===== config.mk =====
export PLATFORM = sky130hd
export DESIGN_NAME = mmd_indirect_register_access
export DESIGN_NICKNAME = d
export VERILOG_FILES = /design/src/mmd_access_pkg.sv /design/src/ext_pointer.sv /design/src/mdio_frame.sv /design/src/mmd_indirect_register_access.sv
export VERILOG_INCLUDE_DIRS = /design/src
export SDC_FILE = /design/constraint.sdc
export NUM_CORES = 1
export LEC_CHECK = 0
export BUFFER_PORTS_ARGS = -buffer_cell sky130_fd_sc_hd__clkbuf_2
export CORE_MARGIN = 1
export CORE_UTILIZATION = 35
export CTS_BUF_LIST = sky130_fd_sc_hd__clkbuf_8
export DETAILED_ROUTE_END_ITERATION = 10
export PLACE_DENSITY = 0.54
export SLEW_MARGIN = 10
export SYNTH_ARGS = -nofsm -noshare
export SYNTH_HDL_FRONTEND = slang
export SYNTH_SLANG_ARGS = --single-unit

===== constraint.sdc =====
create_clock -name core_clk -period 2.7 [get_ports core_clk]
set_clock_uncertainty 0.1 [all_clocks]
set_input_delay 0.135 -clock core_clk [delete_from_list [all_inputs] [get_ports core_clk]]
set_output_delay 0.135 -clock core_clk [all_outputs]
set_load 0.02 [all_outputs]

===== src/mmd_access_params.svh =====
// Offsets, field positions, codes and bit counts of the indirect access block
`ifndef MMD_ACCESS_PARAMS_SVH
`define MMD_ACCESS_PARAMS_SVH

`define ACC_CTRL_OFFSET     5'h0d
`define ADDR_DATA_OFFSET    5'h0e
`define ACC_CTRL_RESET      16'h0000
`define EXT_ADDR_RESET      16'h0000

`define FUNC_MSB            15
`define FUNC_LSB            14
`define SPACE_MSB           4
`define SPACE_LSB           0

`define FUNC_ADDR           2'h0
`define FUNC_DATA           2'h1
`define FUNC_INC_RW         2'h2
`define FUNC_INC_WR         2'h3

`define SPACE_CODE_PRIMARY  5'h1f
`define SPACE_CODE_PMA      5'h01
`define SPACE_CODE_VA       5'h03
`define SPACE_CODE_VB       5'h07

`define OP_READ             2'h2
`define OP_WRITE            2'h1
`define HDR_BITS            5'h0c
`define TA_BITS             5'h02
`define DATA_BITS           5'h10
`define SKIP_BITS           5'h12

`endif


===== src/mmd_access_pkg.sv =====
// Types and space decoding shared by the indirect access block
`include "mmd_access_params.svh"

package mmd_access_pkg;

    typedef enum logic [1:0] {
        SPACE_PRIMARY,
        SPACE_PMA,
        SPACE_VENDOR_A,
        SPACE_VENDOR_B
    } space_e;

    typedef enum logic [2:0] {
        FR_SEEK,
        FR_START,
        FR_HEADER,
        FR_READ_TA,
        FR_READ_DATA,
        FR_WRITE_TA,
        FR_WRITE_DATA,
        FR_SKIP
    } frame_state_e;

    // Only four select codes open a space
    function automatic logic spaceOk(input logic [4:0] code);
        case (code)
            `SPACE_CODE_PRIMARY,
            `SPACE_CODE_PMA,
            `SPACE_CODE_VA,
            `SPACE_CODE_VB: spaceOk = 1'b1;
            default:        spaceOk = 1'b0;
        endcase
    endfunction : spaceOk

    function automatic space_e spaceOf(input logic [4:0] code);
        case (code)
            `SPACE_CODE_PMA: spaceOf = SPACE_PMA;
            `SPACE_CODE_VA:  spaceOf = SPACE_VENDOR_A;
            `SPACE_CODE_VB:  spaceOf = SPACE_VENDOR_B;
            default:         spaceOf = SPACE_PRIMARY;
        endcase
    endfunction : spaceOf

endpackage : mmd_access_pkg


===== src/ext_pointer.sv =====
// Sixteen-bit extended address pointer with load and post increment
`timescale 1ns/1ns
`default_nettype none
`include "mmd_access_params.svh"

module ext_pointer
    import mmd_access_pkg::*;
(
    input  wire logic        core_clk,
    input  wire logic        rstn,
    input  wire logic        load,
    input  wire logic [15:0] loadVal,
    input  wire logic        inc,
    output var  logic [15:0] ptr_r
);

    logic [15:0] ptr_nxt;

    always_comb begin
        ptr_nxt = ptr_r;
        if (load) begin
            ptr_nxt = loadVal;
        end else if (inc) begin
            // Natural carry out drops, so the top address wraps to zero
            ptr_nxt = ptr_r + 16'h0001;
        end
    end

    always_ff @(posedge core_clk) begin
        if (!rstn) begin
            ptr_r <= `EXT_ADDR_RESET;
        end else begin
            ptr_r <= ptr_nxt;
        end
    end

endmodule : ext_pointer

`default_nettype wire


===== src/mdio_frame.sv =====
// Serial management frame receiver and read data shifter
`timescale 1ns/1ns
`default_nettype none
`include "mmd_access_params.svh"

module mdio_frame
    import mmd_access_pkg::*;
(
    input  wire logic        core_clk,
    input  wire logic        rstn,
    input  wire logic        mdc,
    input  wire logic        mdioIn,
    input  wire logic [4:0]  phyAddr,
    input  wire logic [15:0] rdData,
    output var  logic        mdioOut_r,
    output var  logic        mdioOe_r,
    output var  logic        frmRd_r,
    output var  logic        frmWr_r,
    output var  logic [4:0]  frmReg_r,
    output var  logic [15:0] frmWrData_r
);

    frame_state_e state_r;
    frame_state_e state_nxt;
    logic         mdcPrev_r;
    logic         prevOne_r;
    logic         prevOne_nxt;
    logic [4:0]   cnt_r;
    logic [4:0]   cnt_nxt;
    logic [15:0]  sh_r;
    logic [15:0]  sh_nxt;
    logic         mdioOut_nxt;
    logic         mdioOe_nxt;
    logic         frmRd_nxt;
    logic         frmWr_nxt;
    logic [4:0]   frmReg_nxt;
    logic [15:0]  frmWrData_nxt;
    logic         rise;
    logic [15:0]  hdr;

    // Clock pin is sampled; management clock must stay at or below half of core_clk
    assign rise = mdc & ~mdcPrev_r;
    assign hdr  = {sh_r[14:0], mdioIn};

    always_comb begin
        state_nxt     = state_r;
        prevOne_nxt   = prevOne_r;
        cnt_nxt       = cnt_r;
        sh_nxt        = sh_r;
        mdioOut_nxt   = mdioOut_r;
        mdioOe_nxt    = mdioOe_r;
        frmRd_nxt     = 1'b0;
        frmWr_nxt     = 1'b0;
        frmReg_nxt    = frmReg_r;
        frmWrData_nxt = frmWrData_r;
        if (rise) begin
            cnt_nxt = cnt_r + 5'h01;
            case (state_r)
                FR_SEEK: begin
                    prevOne_nxt = mdioIn;
                    if (prevOne_r && !mdioIn) begin
                        state_nxt = FR_START;
                    end
                end
                FR_START: begin
                    cnt_nxt     = 5'h00;
                    prevOne_nxt = mdioIn;
                    state_nxt   = mdioIn ? FR_HEADER : FR_SEEK;
                end
                FR_HEADER: begin
                    sh_nxt = hdr;
                    if (cnt_r == `HDR_BITS - 5'h01) begin
                        cnt_nxt    = 5'h00;
                        frmReg_nxt = hdr[4:0];
                        if (hdr[9:5] != phyAddr) begin
                            state_nxt = FR_SKIP;
                        end else if (hdr[11:10] == `OP_READ) begin
                            frmRd_nxt = 1'b1;
                            state_nxt = FR_READ_TA;
                        end else if (hdr[11:10] == `OP_WRITE) begin
                            state_nxt = FR_WRITE_TA;
                        end else begin
                            state_nxt = FR_SKIP;
                        end
                    end
                end
                FR_READ_TA: begin
                    // First turnaround bit is left undriven, zero goes on the second
                    cnt_nxt     = 5'h00;
                    mdioOe_nxt  = 1'b1;
                    mdioOut_nxt = 1'b0;
                    state_nxt   = FR_READ_DATA;
                end
                FR_READ_DATA: begin
                    if (cnt_r == `DATA_BITS) begin
                        mdioOe_nxt  = 1'b0;
                        prevOne_nxt = 1'b0;
                        state_nxt   = FR_SEEK;
                    end else if (cnt_r == 5'h00) begin
                        mdioOut_nxt = rdData[15];
                        sh_nxt      = {rdData[14:0], 1'b0};
                    end else begin
                        mdioOut_nxt = sh_r[15];
                        sh_nxt      = {sh_r[14:0], 1'b0};
                    end
                end
                FR_WRITE_TA: begin
                    if (cnt_r == `TA_BITS - 5'h01) begin
                        cnt_nxt   = 5'h00;
                        state_nxt = FR_WRITE_DATA;
                    end
                end
                FR_WRITE_DATA: begin
                    sh_nxt = hdr;
                    if (cnt_r == `DATA_BITS - 5'h01) begin
                        frmWr_nxt     = 1'b1;
                        frmWrData_nxt = hdr;
                        prevOne_nxt   = 1'b0;
                        state_nxt     = FR_SEEK;
                    end
                end
                FR_SKIP: begin
                    // Frames for other addresses are counted out so data is not seen as a start
                    if (cnt_r == `SKIP_BITS - 5'h01) begin
                        prevOne_nxt = 1'b0;
                        state_nxt   = FR_SEEK;
                    end
                end
                default: begin
                    mdioOe_nxt = 1'b0;
                    state_nxt  = FR_SEEK;
                end
            endcase
        end
    end

    always_ff @(posedge core_clk) begin
        if (!rstn) begin
            state_r     <= FR_SEEK;
            mdcPrev_r   <= 1'b0;
            prevOne_r   <= 1'b0;
            cnt_r       <= 5'h00;
            sh_r        <= 16'h0000;
            mdioOut_r   <= 1'b0;
            mdioOe_r    <= 1'b0;
            frmRd_r     <= 1'b0;
            frmWr_r     <= 1'b0;
            frmReg_r    <= 5'h00;
            frmWrData_r <= 16'h0000;
        end else begin
            state_r     <= state_nxt;
            mdcPrev_r   <= mdc;
            prevOne_r   <= prevOne_nxt;
            cnt_r       <= cnt_nxt;
            sh_r        <= sh_nxt;
            mdioOut_r   <= mdioOut_nxt;
            mdioOe_r    <= mdioOe_nxt;
            frmRd_r     <= frmRd_nxt;
            frmWr_r     <= frmWr_nxt;
            frmReg_r    <= frmReg_nxt;
            frmWrData_r <= frmWrData_nxt;
        end
    end

endmodule : mdio_frame

`default_nettype wire


===== src/mmd_indirect_register_access.sv =====
// Indirect extended register access behind the serial management pins
//
// Overview of operation
// Access-control register sits at direct address 0x0D, address/data at 0x0E.
// Access-control bits 4:0 select the extended space for address/data accesses.
// Select 11111 reaches the primary space, addresses up to 0x0EFD.
// Select 00001 reaches the medium attachment space, numbered to 0x1904.
// Select 00011 reaches vendor space A, 00111 reaches vendor space B.
// Station writes addresses without the top hex digit naming the space.
// Address/data accesses under any other select code are ignored.
// Access-control bits 15:14 pick address, data, increment-all or increment-on-write.
// Function 00: address/data reads and loads the extended address pointer.
// Function 01: access pointed register, pointer stays unchanged.
// Function 10: access pointed register, pointer increments after reads and writes.
// Function 11: pointer increments after writes only, not after reads.
// Station loads the pointer before any data access.
// Single write: function 00, address, function 01, data, in order.
// Station may skip address setup when the pointer already holds it.
// Burst writes use function 10 or 11, landing in successive registers.
// Burst reads use function 10, returning successive registers.
// Frame register field gives the direct register number, 32 registers.
// A frame begins with start pattern 01 after the idle line.
// Access-control bits 13:5 read zero, writes ignored; pointer is 16 bits.
// Pointer wraps to zero past its top value, nothing else happens.
`timescale 1ns/1ns
`default_nettype none
`include "mmd_access_params.svh"

module mmd_indirect_register_access
    import mmd_access_pkg::*;
(
    input  wire logic        core_clk,
    input  wire logic        rstn,
    input  wire logic        mdc,
    input  wire logic        mdioIn,
    output var  logic        mdioOut,
    output var  logic        mdioOe,
    input  wire logic [4:0]  phyAddr,
    output var  space_e      extSpace,
    output var  logic [15:0] extAddr,
    output var  logic [15:0] extWrData,
    output var  logic        extWr,
    output var  logic        extRd,
    input  wire logic [15:0] extRdData
);

    logic        frmRd;
    logic        frmWr;
    logic [4:0]  frmReg;
    logic [15:0] frmWrData;
    logic [15:0] ptr;

    logic [1:0]  func_r;
    logic [1:0]  func_nxt;
    logic [4:0]  space_r;
    logic [4:0]  space_nxt;
    logic [15:0] rdData_r;
    logic [15:0] rdData_nxt;
    logic        extWr_r;
    logic        extWr_nxt;
    logic        extRd_r;
    logic        extRd_nxt;
    logic [15:0] extWrData_r;
    logic [15:0] extWrData_nxt;
    space_e      extSpace_r;
    space_e      extSpace_nxt;
    logic        incDone_r;
    logic        incDone_nxt;
    logic        ptrLoad;
    logic        ptrInc;
    logic        isCtrl;
    logic        isData;
    logic        spaceGood;

    mdio_frame u_frame (
        .core_clk    (core_clk),
        .rstn        (rstn),
        .mdc         (mdc),
        .mdioIn      (mdioIn),
        .phyAddr     (phyAddr),
        .rdData      (rdData_r),
        .mdioOut_r   (mdioOut),
        .mdioOe_r    (mdioOe),
        .frmRd_r     (frmRd),
        .frmWr_r     (frmWr),
        .frmReg_r    (frmReg),
        .frmWrData_r (frmWrData)
    );

    ext_pointer u_pointer (
        .core_clk (core_clk),
        .rstn     (rstn),
        .load     (ptrLoad),
        .loadVal  (frmWrData),
        .inc      (ptrInc),
        .ptr_r    (ptr)
    );

    assign isCtrl    = (frmReg == `ACC_CTRL_OFFSET);
    assign isData    = (frmReg == `ADDR_DATA_OFFSET);
    assign spaceGood = spaceOk(space_r);

    // Pointer holds only the in-space offset, the space travels beside it
    assign extAddr   = ptr;
    assign extSpace  = extSpace_r;
    assign extWrData = extWrData_r;
    assign extWr     = extWr_r;
    assign extRd     = extRd_r;

    // Address function writes load the pointer; ignored under a bad select
    assign ptrLoad = frmWr && isData && spaceGood && func_r == `FUNC_ADDR;

    // Increment lands on the edge that closes the access cycle
    assign ptrInc = (extWr_r || extRd_r) && incDone_r;

    always_comb begin
        func_nxt      = func_r;
        space_nxt     = space_r;
        rdData_nxt    = rdData_r;
        extWr_nxt     = 1'b0;
        extRd_nxt     = 1'b0;
        extWrData_nxt = extWrData_r;
        extSpace_nxt  = extSpace_r;
        incDone_nxt   = incDone_r;

        // Read data is captured while the external strobe is high
        if (extRd_r) begin
            rdData_nxt = extRdData;
        end

        if (frmWr) begin
            if (isCtrl) begin
                // Middle bits are not stored, so they read back as zero
                func_nxt  = frmWrData[`FUNC_MSB:`FUNC_LSB];
                space_nxt = frmWrData[`SPACE_MSB:`SPACE_LSB];
            end else if (isData && spaceGood && func_r != `FUNC_ADDR) begin
                extWr_nxt     = 1'b1;
                extWrData_nxt = frmWrData;
                extSpace_nxt  = spaceOf(space_r);
                incDone_nxt   = (func_r == `FUNC_INC_RW) || (func_r == `FUNC_INC_WR);
            end
        end

        if (frmRd) begin
            rdData_nxt = 16'h0000;
            if (isCtrl) begin
                rdData_nxt = {func_r, 9'h000, space_r};
            end else if (isData && spaceGood) begin
                case (func_r)
                    `FUNC_ADDR: begin
                        rdData_nxt = ptr;
                    end
                    `FUNC_DATA: begin
                        extRd_nxt    = 1'b1;
                        extSpace_nxt = spaceOf(space_r);
                        incDone_nxt  = 1'b0;
                    end
                    `FUNC_INC_RW: begin
                        extRd_nxt    = 1'b1;
                        extSpace_nxt = spaceOf(space_r);
                        incDone_nxt  = 1'b1;
                    end
                    `FUNC_INC_WR: begin
                        extRd_nxt    = 1'b1;
                        extSpace_nxt = spaceOf(space_r);
                        incDone_nxt  = 1'b0;
                    end
                    default: begin
                        rdData_nxt = 16'h0000;
                    end
                endcase
            end
            // Other direct registers live outside this block and read zero here
        end
    end

    always_ff @(posedge core_clk) begin
        if (!rstn) begin
            func_r      <= 2'(`ACC_CTRL_RESET >> `FUNC_LSB);
            space_r     <= 5'(`ACC_CTRL_RESET & 16'h001f);
            rdData_r    <= 16'h0000;
            extWr_r     <= 1'b0;
            extRd_r     <= 1'b0;
            extWrData_r <= 16'h0000;
            extSpace_r  <= SPACE_PRIMARY;
            incDone_r   <= 1'b0;
        end else begin
            func_r      <= func_nxt;
            space_r     <= space_nxt;
            rdData_r    <= rdData_nxt;
            extWr_r     <= extWr_nxt;
            extRd_r     <= extRd_nxt;
            extWrData_r <= extWrData_nxt;
            extSpace_r  <= extSpace_nxt;
            incDone_r   <= incDone_nxt;
        end
    end

endmodule : mmd_indirect_register_access

`default_nettype wire


# == Word-level counts from Yosys, hierarchy flattened ==
# Cells that the tools add are included.
# totals
ff_bits,111
latch_bits,0
ram_bits,0
mem_bits_ro,0
elab_cells,153
mem_count,0
# op_classes
add_sub_neg,2
n_mul,0
div,0
n_lt_le_gt_ge,0
n_eq_ne,31
n_shift,0
mux,52
bitwise_logic,10
reduce_logical,38
# op_table
operator,n
16-bit 2-to-1 mux,9
16-bit one-hot mux with 2 select lines,1
3-bit 2-to-1 mux,8
3-bit one-hot mux with 8 select lines,1
3-bit AND reduction,7
"5-bit by 4-bit == test with 1-bit output, second input constant",4
2-bit 2-to-1 mux,9
"16-bit by 1-bit adder with 16-bit output, second input constant",1
1-bit 2-to-1 mux,16
"5-bit == test, second input constant",3
5-bit one-hot mux with 3 select lines,1
"3-bit == test, second input constant",4
"2-bit by 1-bit != test with 1-bit output, second input constant",6
"5-bit by 1-bit == test with 1-bit output, second input constant",2
5-bit 2-to-1 mux,2
2-bit nonzero test,5
1-bit NOT,9
2-bit OR reduction,4
4-bit OR reduction,2
1-bit logical AND,7
7-bit AND reduction,1
"2-bit == test, second input constant",3
"3-bit by 2-bit == test with 1-bit output, second input constant",2
1-bit one-hot mux with 2 select lines,3
20 further kinds,23

# == Depth between registers and ports, before layout ==
# Gate-level depths: netlist of the first run.
# depth
depth_word,12
mapped_depth,9
depth_no_buf,8

# == Cells and area by module ==
# A second synthesis of the first run with hierarchy kept.
# hier_totals
hier_cells,651
hier_area_um2,5597.9
# modules_own_cells
mod,n_inst,cells_per_inst,area_per_inst_um2
mdio_frame,1,286,2363.5
mmd_indirect_register_access,1,266,2314.7
ext_pointer,1,99,919.6

# == Least setup slack after synthesis of the first run ==
# OpenSTA, ideal clock, no wires.
# synth_path
path_type,reg-to-reg
startpoint,register u_frame.cnt_r[0]
endpoint,register u_frame.state_r[1]
t_arrival_ns,1.833
t_required_ns,2.509
path_slack_ns,0.676
stages_incl_launch_ff,9
period_less_slack_ns,2.024
cell_sequence,dfxtp_1 -> ha_1 -> and3_2 -> ha_1 -> nor4bb_1 -> a211o_1 -> nor4_4 -> a21oi_1 -> a311oi_1
# synth_via
elab_chain_cells,3
word_cells_on_any_way,11
classes_between,eq/ne (10); reduce/logical (1)
# synth_rtl
element,line,source
start: declaration,mdio_frame.sv:28,logic [4:0] cnt_r;
start signal: assignment,mdio_frame.sv:154,cnt_r <= cnt_nxt;
5-bit by 1-bit == test with 1-bit output (tied with other cells),mdio_frame.sv:108,if (cnt_r == `TA_BITS - 5'h01) begin
2-bit by 1-bit != test with 1-bit output (no line),-,
7-bit AND reduction (no line) (*),-,
end signal: assignment,mdio_frame.sv:151,state_r <= state_nxt;
end: declaration,mdio_frame.sv:23,frame_state_e state_r;
# Every way passes the cells marked *; elsewhere a longest branch is shown, timed or not.
# A chain may end at the register's enable or synchronous reset.

# == Worst setup path after layout of the first run ==
# Same ends and word-level chain as after synthesis.

==> key figures, run 1 <==
Worst setup path
  – CP Capture Type: flip-flop
  – CP Launch Point: u_frame.cnt_r[0]
  – Critical Path Source Type: flip-flop
  – R2R Path Start: u_frame.cnt_r[0]
  – Crit path DAT: 2.47 ns
  – CP max FO: 5
  – Critical path type: flip-flop to flip-flop
  – WP data required: 2.90 ns

Global route
  – GRT overflow: 0
  – Largest net degree at the start of global routing: 70
  – Vias in the first global route: 4001
  – Initial antenna violation count: 0
  – Total GRT Usage: 18.34%
  – Global-route wire length before repair: 21130 um

Clocking
  – CTS tree: yes
  – Clk sinks: 111
  – Clk slew on worst S/H paths: 0.11 ns
  – Max clock buf depth: 2
  – Cts repair resizes: 0
  – H-Tree Level Count: 3
  – Worst-Skew Late Latency: 0.38 ns
  – CTS Root Cell: clkbuf_8
  – CTS Buf Count: 9

STA
  – Tmin final: 2.266 ns
  – Crit share post-route: 83.93%
  – Max frequency: 441.3 MHz
  – Max Slew Vio Count: 0
  – Final TNS setup: 0 ns
  – RSZ-0062 raised after global routing: no
  – Max-slew headroom: 49.13%
  – Actual slew at the worst max-slew pin: 0.7615 ns
  – Endpoints failing setup: 0
  – Final hold vios: 0

Power and ir drop
  – Pwr dens: 481.2 nW/um^2
  – Leakage: 2.340 nW
  – Peak VDD IR: 0.1971 mV

Synth
  – Top cell type's share of synthesized area: 43.58%
  – Ys flop type: dfxtp_1
  – Flops & latches, synth: 111
  – Sequential share of the synthesized area: 43.58%
  – Post-synth ARST share: 0%
  – Post-Syn Nets: 618
  – Synth area leader: dfxtp_1
  – Synth warnings: 0
  – Post-synth EDFFs: 0
  – Synthesized cell area: 5099 um^2
  – Count of cell types in the netlist: 60
  – Top area cells in the synthesized netlist: dfxtp_1, mux2i_1, nor2_1
  – Post-Synthesis Cells: 588
  – Synthesized area per cell: 8.671 um^2

Floorplan
  – # IOs: 63
  – Die area: 15050 um^2
  – Initial Util: 36.31%
  – Die X: 122.7 um
  – Die H: 122.7 um
  – Core area: 14040 um^2
  – # rows: 43

Detailed routing
  – DRT Pass-1 Iters: 4
  – Vias: 4225
  – ANT nets after route: 0
  – # DRC: 0
  – Vias per cell: 5.159
  – Avg WL per Cell: 16.11 um
  – Drt total wl: 13190 um
  – Starting DRC count in detailed routing: 238

Cells and area
  – Antenna fix cells: 0
  – Commonest non-fill, non-tap cell in the layout: dfxtp_1
  – Layout area overhead: 12.15%
  – Ratio of cells with drive above 1 in the final layout: 16.74%
  – Fin cells: 819
  – Commonest cells after routing, fill and taps aside: dfxtp_1, nor2_1, a21oi_1, clkbuf_2, nand2_1
  – Total Nets Final: 664

Run status
  – Outcome: completed

Run
  – Max-Cap Viols: 0

Worst hold path
  – HP Class: primary input to flip-flop
  – Hold Startpoint: extRdData[12]

Placement
  – HPWL Detailed: 9392 um
  – GP Congestion: 0.8199
  – Port bufs: 62
  – Dpl cells: 800
==> what timing repair did <==
item / 4_1_cts / 5_1_grt
endpoints found under the hold margin: 7 / 0
hold buffers: 3 / 0
setup buffers: 0 / 0
==> per-layer routing <==
metal / part of all wire [%] / track usage (%) / wire (um)
met1: 47 / 24.27 / 6141
met5: 0 / 0 / 0
met2: 47 / 30.23 / 6258
met3: 4.3 / 2.463 / 571
met4: 1.7 / 6.936 / 219
==> state kept, by name (all words and copies together), names as in the netlist, 5 cells and up <==
signal and flops:
u_frame.frmWrData_r 16, u_pointer.ptr_r 16, space_r 5, u_frame.cnt_r 5, u_frame.sh_r 16, extWrData 16, rdData_r 16, u_frame.frmReg_r 5
==> cell usage after synthesis, types with 5 or more instances <==
cell        n
a211oi_1   20
nor3_1      8
o21ai_0    36
buf_4       5
clkbuf_1   24
mux2i_1    46
xor2_1     11
dfxtp_1   111
a21oi_1    63
xnor2_1    13
nand2_1    48
a221oi_1    7
nand2b_1    6
inv_1      24
buf_6       5
nor2_1     85
ha_1        5
nand3_1     8
==> through the flow <==
step | total power, mW | hold WS (ns) | utilization (%) | setup WS, ns | instance area (um^2)
detailed placement | 1.853 | 0.2745 | 39.27 | 0.4566 | 5514
global placement | 1.851 | 0.2714 | 39.27 | 0.5471 | 5514
floorplan | 1.803 | 0.1567 | - | 0.6758 | 5099
global route | 2.853 | 0.02634 | 40.72 | 0.2749 | 5718
CTS | 2.781 | 0.001094 | 40.72 | 0.4250 | 5718
finish | 2.751 | 0.01785 | 40.72 | 0.4338 | 5718
==> worst max-delay path, stage by stage (launching register included) <==
cell	delay, ns
dfxtp_1	0.43
ha_1	0.21
and3_2	0.19
ha_1	0.17
nor4bb_1	0.06
a211o_1	0.35
nor4_4	0.31
a21oi_1	0.11
a311oi_1	0.25
==> report_power, final <==
part	internal, mW	switching (mW)
clock network	0.359	0.574
logic	0.0684	0.0957
registers	1.64	0.0110
==> kinds of logic (layout without fill, tap and decap cells) <==
| family | after synthesis | after routing | synth area share (%) |
|---|---|---|---|
| muxes | 47 | 47 | 9.251 |
| AOI/OAI and AO/OA | 148 | 148 | 18.04 |
| buffers and inverters | 63 | 114 | 5.914 |
| and+or+nand+nor | 190 | 190 | 17.87 |
| DFF | 111 | 111 | 43.58 |
| adders and majority gates | 5 | 5 | 1.227 |
| xor gates and xnor gates | 24 | 24 | 4.123 |
==> final cells by class <==
cell class              count  area, um^2
repair buffers             74       420.4
well taps                 180       225.2
flip-flops and latches    111        2222
clock inverters             6       36.28
fillers                  1452        8324
inverters                  24       90.09
clock buffers              10       137.6
multi-input cells         414        2586
==> final timing paths <==
path / endpoint / slack [ns] / cells after the start
max: u_frame.state_r[1] / 0.43 / 8
min: rdData_r[12] / 0.02 / 5
max reg2reg: u_frame.state_r[1] / 0.43 / 8
min reg2reg: u_frame.frmWrData_r[13] / 0.37 / 2
Note: power is estimated with default switching activity, not from simulation.
==> run 2, diff against run 1 <==
clock period = 2.35 ns   (was 2.7 ns; I/O delays follow)
==> run 2 against run 1 <==
  * Core utilization rose by 0.86 points
  * Critical path depth unchanged
  * Fmax up 3.4%
  * Global-route usage is 0.17 points higher
  * Via count grew 0.40%
  * Register-to-register slack worse by 0.27 ns
  * Total power grew 15%
  * Sequential share of layout area fell by 0.78 points
==> key figures, run 2 (synthesis results as in run 1) <==
Placement
  – GP Congestion: 0.8042 (-1.9%)
  – Port bufs: 62 (unchanged)
  – HPWL Detailed: 9576 um (+2.0%)
  – Dpl cells: 810 (+1.3%)
  – DP Worst Slack: 0.1439 ns (-0.3127 ns)
  – DP Area: 5602 um^2 (+1.6%)

Clocking
  – Worst-Skew Late Latency: 0.39 ns (about the same)
  – CTS Root Cell: clkbuf_8
  – CTS Buf Count: 9 (unchanged)
  – Clk sinks: 111 (unchanged)
  – CTS tree: yes
  – H-Tree Level Count: 3 (unchanged)
  – Clk slew on worst S/H paths: 0.10 ns (about the same)
  – Max clock buf depth: 2 (unchanged)

Cells and area
  – Fill cells: 1416 (-2.5%)
  – Commonest non-fill, non-tap cell in the layout: dfxtp_1
  – Final core utilization: 41.58% (+0.86 points)
  – Ratio of cells with drive above 1 in the final layout: 17.94% (+1.2 points)
  – Fin area: 5838 um^2 (+2.1%)
  – Layout area overhead: 14.50%
  – Commonest cells after routing, fill and taps aside: dfxtp_1, nor2_1, a21oi_1, clkbuf_2, nand2_1
  – Fin cells: 832 (+1.6%)
  – Antenna fix cells: 0 (unchanged)
  – Total Nets Final: 677 (+2.0%)

Floorplan
  – Die X: 122.7 um (unchanged)
  – Initial Util: 36.31% (unchanged)
  – # IOs: 63 (unchanged)
  – Die area: 15050 um^2 (unchanged)
  – Core area: 14040 um^2 (unchanged)
  – Die H: 122.7 um (unchanged)
  – # rows: 43 (unchanged)

STA
  – Final TNS setup: 0 ns (unchanged)
  – Final setup margin: 0.1591 ns (-0.2747 ns)
  – Max Slew Vio Count: 0 (unchanged)
  – Final hold vios: 0 (unchanged)
  – Max-slew headroom: 54.58% (+5.5 points)
  – Actual slew at the worst max-slew pin: 0.6803 ns (-0.08119 ns)
  – Tmin final: 2.191 ns (-0.07530 ns)
  – RSZ-0062 raised after global routing: no
  – Crit share post-route: 93.23% (+9.3 points)
  – Endpoints failing setup: 0 (unchanged)
  – Hold Slack: 0.009108 ns (-0.008743 ns)
  – Max frequency: 456.4 MHz (+3.4%)

Global route
  – Global-route wire length before repair: 21130 um (about the same)
  – Vias in the first global route: 4100 (+2.5%)
  – Total GRT Usage: 18.51% (+0.17 points)
  – GRT overflow: 0 (unchanged)
  – Initial antenna violation count: 0 (unchanged)
  – Largest net degree at the start of global routing: 33 (-53%)

Detailed routing
  – Avg WL per Cell: 15.82 um (-1.8%)
  – Vias: 4242 (+0.40%)
  – ANT nets after route: 0 (unchanged)
  – # DRC: 0 (unchanged)
  – DRT Pass-1 Iters: 4 (unchanged)
  – Vias per cell: 5.099 (-1.2%)
  – Drt total wl: 13160 um (-0.20%)
  – Starting DRC count in detailed routing: 274 (+15%)

Run status
  – Outcome: completed

Worst setup path
  – CP max FO: 5 (unchanged)
  – Critical path type: flip-flop to flip-flop
  – Critical Path Source Type: flip-flop
  – CP Capture Type: flip-flop
  – WP data required: 2.54 ns (-0.36 ns)
  – Crit path DAT: 2.38 ns (-0.09 ns)

Power and ir drop
  – Power, Total: 3.155 mW (+15%)
  – Peak VDD IR: 0.2299 mV (+17%)
  – Pwr dens: 540.5 nW/um^2 (+12%)
  – Leakage: 2.406 nW (+2.9%)

Run
  – Max-Cap Viols: 0 (unchanged)

Worst hold path
  – HP Class: primary input to flip-flop
## run 2: where the power goes
part	internal (mW)	total [mW]	switching [mW]
Clock	0.411	1.06	0.646
Combinational	0.0865	0.199	0.112
Sequential	1.89	1.90	0.0109
## run 2: routing by layer
layer	vias up	GRT usage [%]	part of all wire [%]
li1	2158	-	-
met1	1980	23.79	48
met2	86	30.62	47
met3	18	2.788	3.1
met4	0	8.155	2.2
met5	-	0	0
## run 2: area by class of cell
class	count	area [um^2]	area share, %
repair buffers	87	538.0	9.216
clock inverters	6	37.54	0.6429
flip-flops and latches	111	2223	38.08
clock buffers	10	137.6	2.357
multi-input cells	414	2586	44.30
well taps	180	225.2	3.858
inverters	24	90.09	1.543
## run 2: final timing paths
check	cells after the start	end	start	slack [ns]
max	8	u_frame.state_r[1]	u_frame.cnt_r[0]	0.16
min	4	u_frame.frmRd_r	phyAddr[1]	0.009
max reg2reg	8	u_frame.state_r[1]	u_frame.cnt_r[0]	0.16
min reg2reg	2	u_frame.frmWrData_r[13]	u_frame.sh_r[12]	0.39
## run 2: what timing repair did
item / CTS / global route
hold buffers: 6 / 0
hold endpoints to repair: 7 / 0
buffers inserted: 0 / 0
setup endpoints to repair: 0 / 3
gates resized for setup: 0 / 1
## run 2: worst max-delay path, stage by stage, from the launching register on
cell,delay [ns]
dfxtp_2,0.36
ha_1,0.22
and3_2,0.21
ha_1,0.21
nor4bb_1,0.31
a211o_1,0.23
or2_2,0.14
nor2_1,0.04
a311oi_1,0.27
==> run 3, diff against run 2 <==
BUFFER_PORTS_ARGS = not set   (was -buffer_cell sky130_fd_sc_hd__clkbuf_2)
DONT_BUFFER_PORTS = 1   (was not set)
PLACE_DENSITY = 0.49   (was 0.54)
SETUP_SLACK_MARGIN = 0.1   (was not set)
==> run 3 against run 2 <==
  * Final area shrank 1.8%
  * Fmax grew 3.5%
  * Via count shrank 1.5%
  * Total power grew 0.66%
  * Critical path depth is the same
  * Die area is the same
  * Cell count shrank 4.9%
  * Critical endpoint unchanged
  * Hold slack gained 0.016 ns
  * Sequential share of layout area grew 0.76 points
  * Global-route usage grew 0.68 points
==> key figures, run 3 (synthesis results as in run 1) <==
STA
  – Max Slew Vio Count: 0 (unchanged)
  – Max frequency: 472.2 MHz (+3.5%)
  – Hold Slack: 0.02535 ns (+0.01624 ns)
  – Final TNS setup: 0 ns (unchanged)
  – Tmin final: 2.118 ns (-0.07312 ns)
  – Endpoints failing setup: 0 (unchanged)
  – Crit share post-route: 90.12% (-3.1 points)
  – Actual slew at the worst max-slew pin: 1.208 ns (+0.5279 ns)
  – Max-slew headroom: 19.19% (-35 points)
  – RSZ-0062 raised after global routing: yes
  – Final hold vios: 0 (unchanged)

Clocking
  – Max clock buf depth: 2 (unchanged)
  – Worst-Skew Late Latency: 0.39 ns (about the same)
  – CTS Buf Count: 9 (unchanged)
  – H-Tree Level Count: 3 (unchanged)
  – CTS Root Cell: clkbuf_8
  – Clk slew on worst S/H paths: 0.10 ns (about the same)
  – CTS tree: yes
  – Clk sinks: 111 (unchanged)

Worst setup path
  – Crit path DAT: 2.32 ns (-0.06 ns)
  – CP Launch Point: u_frame.cnt_r[0]
  – Critical Path Source Type: flip-flop
  – R2R Path Start: u_frame.cnt_r[0]
  – Critical path type: flip-flop to flip-flop
  – WP data required: 2.55 ns (about the same)
  – CP max FO: 5 (unchanged)
  – CP Capture Type: flip-flop

Worst hold path
  – Hold Startpoint: phyAddr[1]
  – HP Class: primary input to flip-flop

Detailed routing
  – Vias: 4180 (-1.5%)
  – Drt total wl: 13760 um (+4.5%)
  – ANT nets after route: 0 (unchanged)
  – Starting DRC count in detailed routing: 191 (-30%)
  – Vias per cell: 5.284 (+3.6%)
  – DRT Pass-1 Iters: 5 (+1)
  – # DRC: 0 (unchanged)
  – Avg WL per Cell: 17.39 um (+9.9%)

Cells and area
  – Commonest cells after routing, fill and taps aside: dfxtp_1, nor2_1, a21oi_1, nand2_1, mux2i_1
  – Fin cells: 791 (-4.9%)
  – Ratio of cells with drive above 1 in the final layout: 10.47% (-7.5 points)
  – Fin area: 5734 um^2 (-1.8%)
  – Antenna fix cells: 0 (unchanged)
  – Layout area overhead: 12.47%
  – Total Nets Final: 637 (-5.9%)
  – Commonest non-fill, non-tap cell in the layout: dfxtp_1

Floorplan
  – Die area: 15050 um^2 (unchanged)
  – # rows: 43 (unchanged)
  – # IOs: 63 (unchanged)
  – Core area: 14040 um^2 (unchanged)
  – Die H: 122.7 um (unchanged)
  – Initial Util: 36.31% (unchanged)
  – Die X: 122.7 um (unchanged)

Global route
  – Largest net degree at the start of global routing: 43 (+30%)
  – Total GRT Usage: 19.20% (+0.68 points)
  – Initial antenna violation count: 0 (unchanged)
  – GRT overflow: 0 (unchanged)
  – Vias in the first global route: 4143 (+1.0%)
  – Global-route wire length before repair: 21820 um (+3.3%)

Power and ir drop
  – Peak VDD IR: 0.3063 mV (+33%)
  – Leakage: 2.219 nW (-7.8%)
  – Pwr dens: 553.9 nW/um^2 (+2.5%)

Placement
  – Dpl cells: 753 (-7.0%)
  – Port bufs: 0 (-100%)
  – DP Area: 5316 um^2 (-5.1%)
  – HPWL Detailed: 9399 um (-1.9%)
  – GP Congestion: 0.7991 (-0.63%)

Run status
  – Outcome: completed

Run
  – Max-Cap Viols: 0 (unchanged)
run 3: final timing paths:
kind / to / depth (start not counted) / slack, ns
min reg2reg: u_frame.frmWrData_r[14] / 2 / 0.36
min: u_frame.state_r[2] / 4 / 0.03
max reg2reg: u_frame.state_r[1] / 8 / 0.23
max: u_frame.state_r[1] / 8 / 0.23
run 3: area by class of cell:
type                    instances  area (um^2)
clock buffers                  10        137.6
clock inverters                 5        36.28
fillers                      1426         8308
inverters                      24        90.09
multi-input cells             414         2597
flip-flops and latches        111         2227
well taps                     180        225.2
repair buffers                 47        420.4
run 3: critical path: stages, from the launching register on:
cell,delay (ns)
dfxtp_4,0.38
ha_1,0.22
and3_2,0.22
ha_1,0.21
nor4bb_1,0.27
a211o_1,0.21
or2_2,0.14
nor2_1,0.05
a311oi_2,0.24
run 3: per-layer routing:
layer / up-vias / global-route usage (%) / wire (um)
met2: 93 / 30.58 / 6319
met1: 1981 / 24.15 / 6508
met4: 0 / 9.070 / 417
met5: - / 0 / 0
li1: 2077 / - / -
met3: 29 / 4.833 / 514
run 3: per-stage QoR:
step / total power, mW / setup WS (ns) / util, %
2_1_floorplan: 2.072 / 0.3258 / -
3_3_place_gp: 2.099 / 0.2197 / 37.86
3_5_place_dp: 2.102 / 0.1176 / 37.86
4_1_cts: 3.213 / 0.1345 / 40.68
5_1_grt: 3.311 / 0.07484 / 40.84
6_report: 3.176 / 0.2322 / 40.84
run 3: report_power, final:
part	total [mW]	switching (mW)	internal, mW
Combinational	0.201	0.114	0.0874
Clock	1.08	0.666	0.409
Sequential	1.90	0.0108	1.89
Total	3.18	0.791	2.39
run 3: repair_timing:
| item | 4_1_cts | 5_1_grt |
|---|---|---|
| endpoints found under the hold margin | 41 | 0 |
| buffers inserted | 0 | 1 |
| pin swaps | 0 | 2 |
| hold buffers | 22 | 0 |
| setup endpoints to repair | 1 | 13 |
| resized for setup | 1 | 4 |
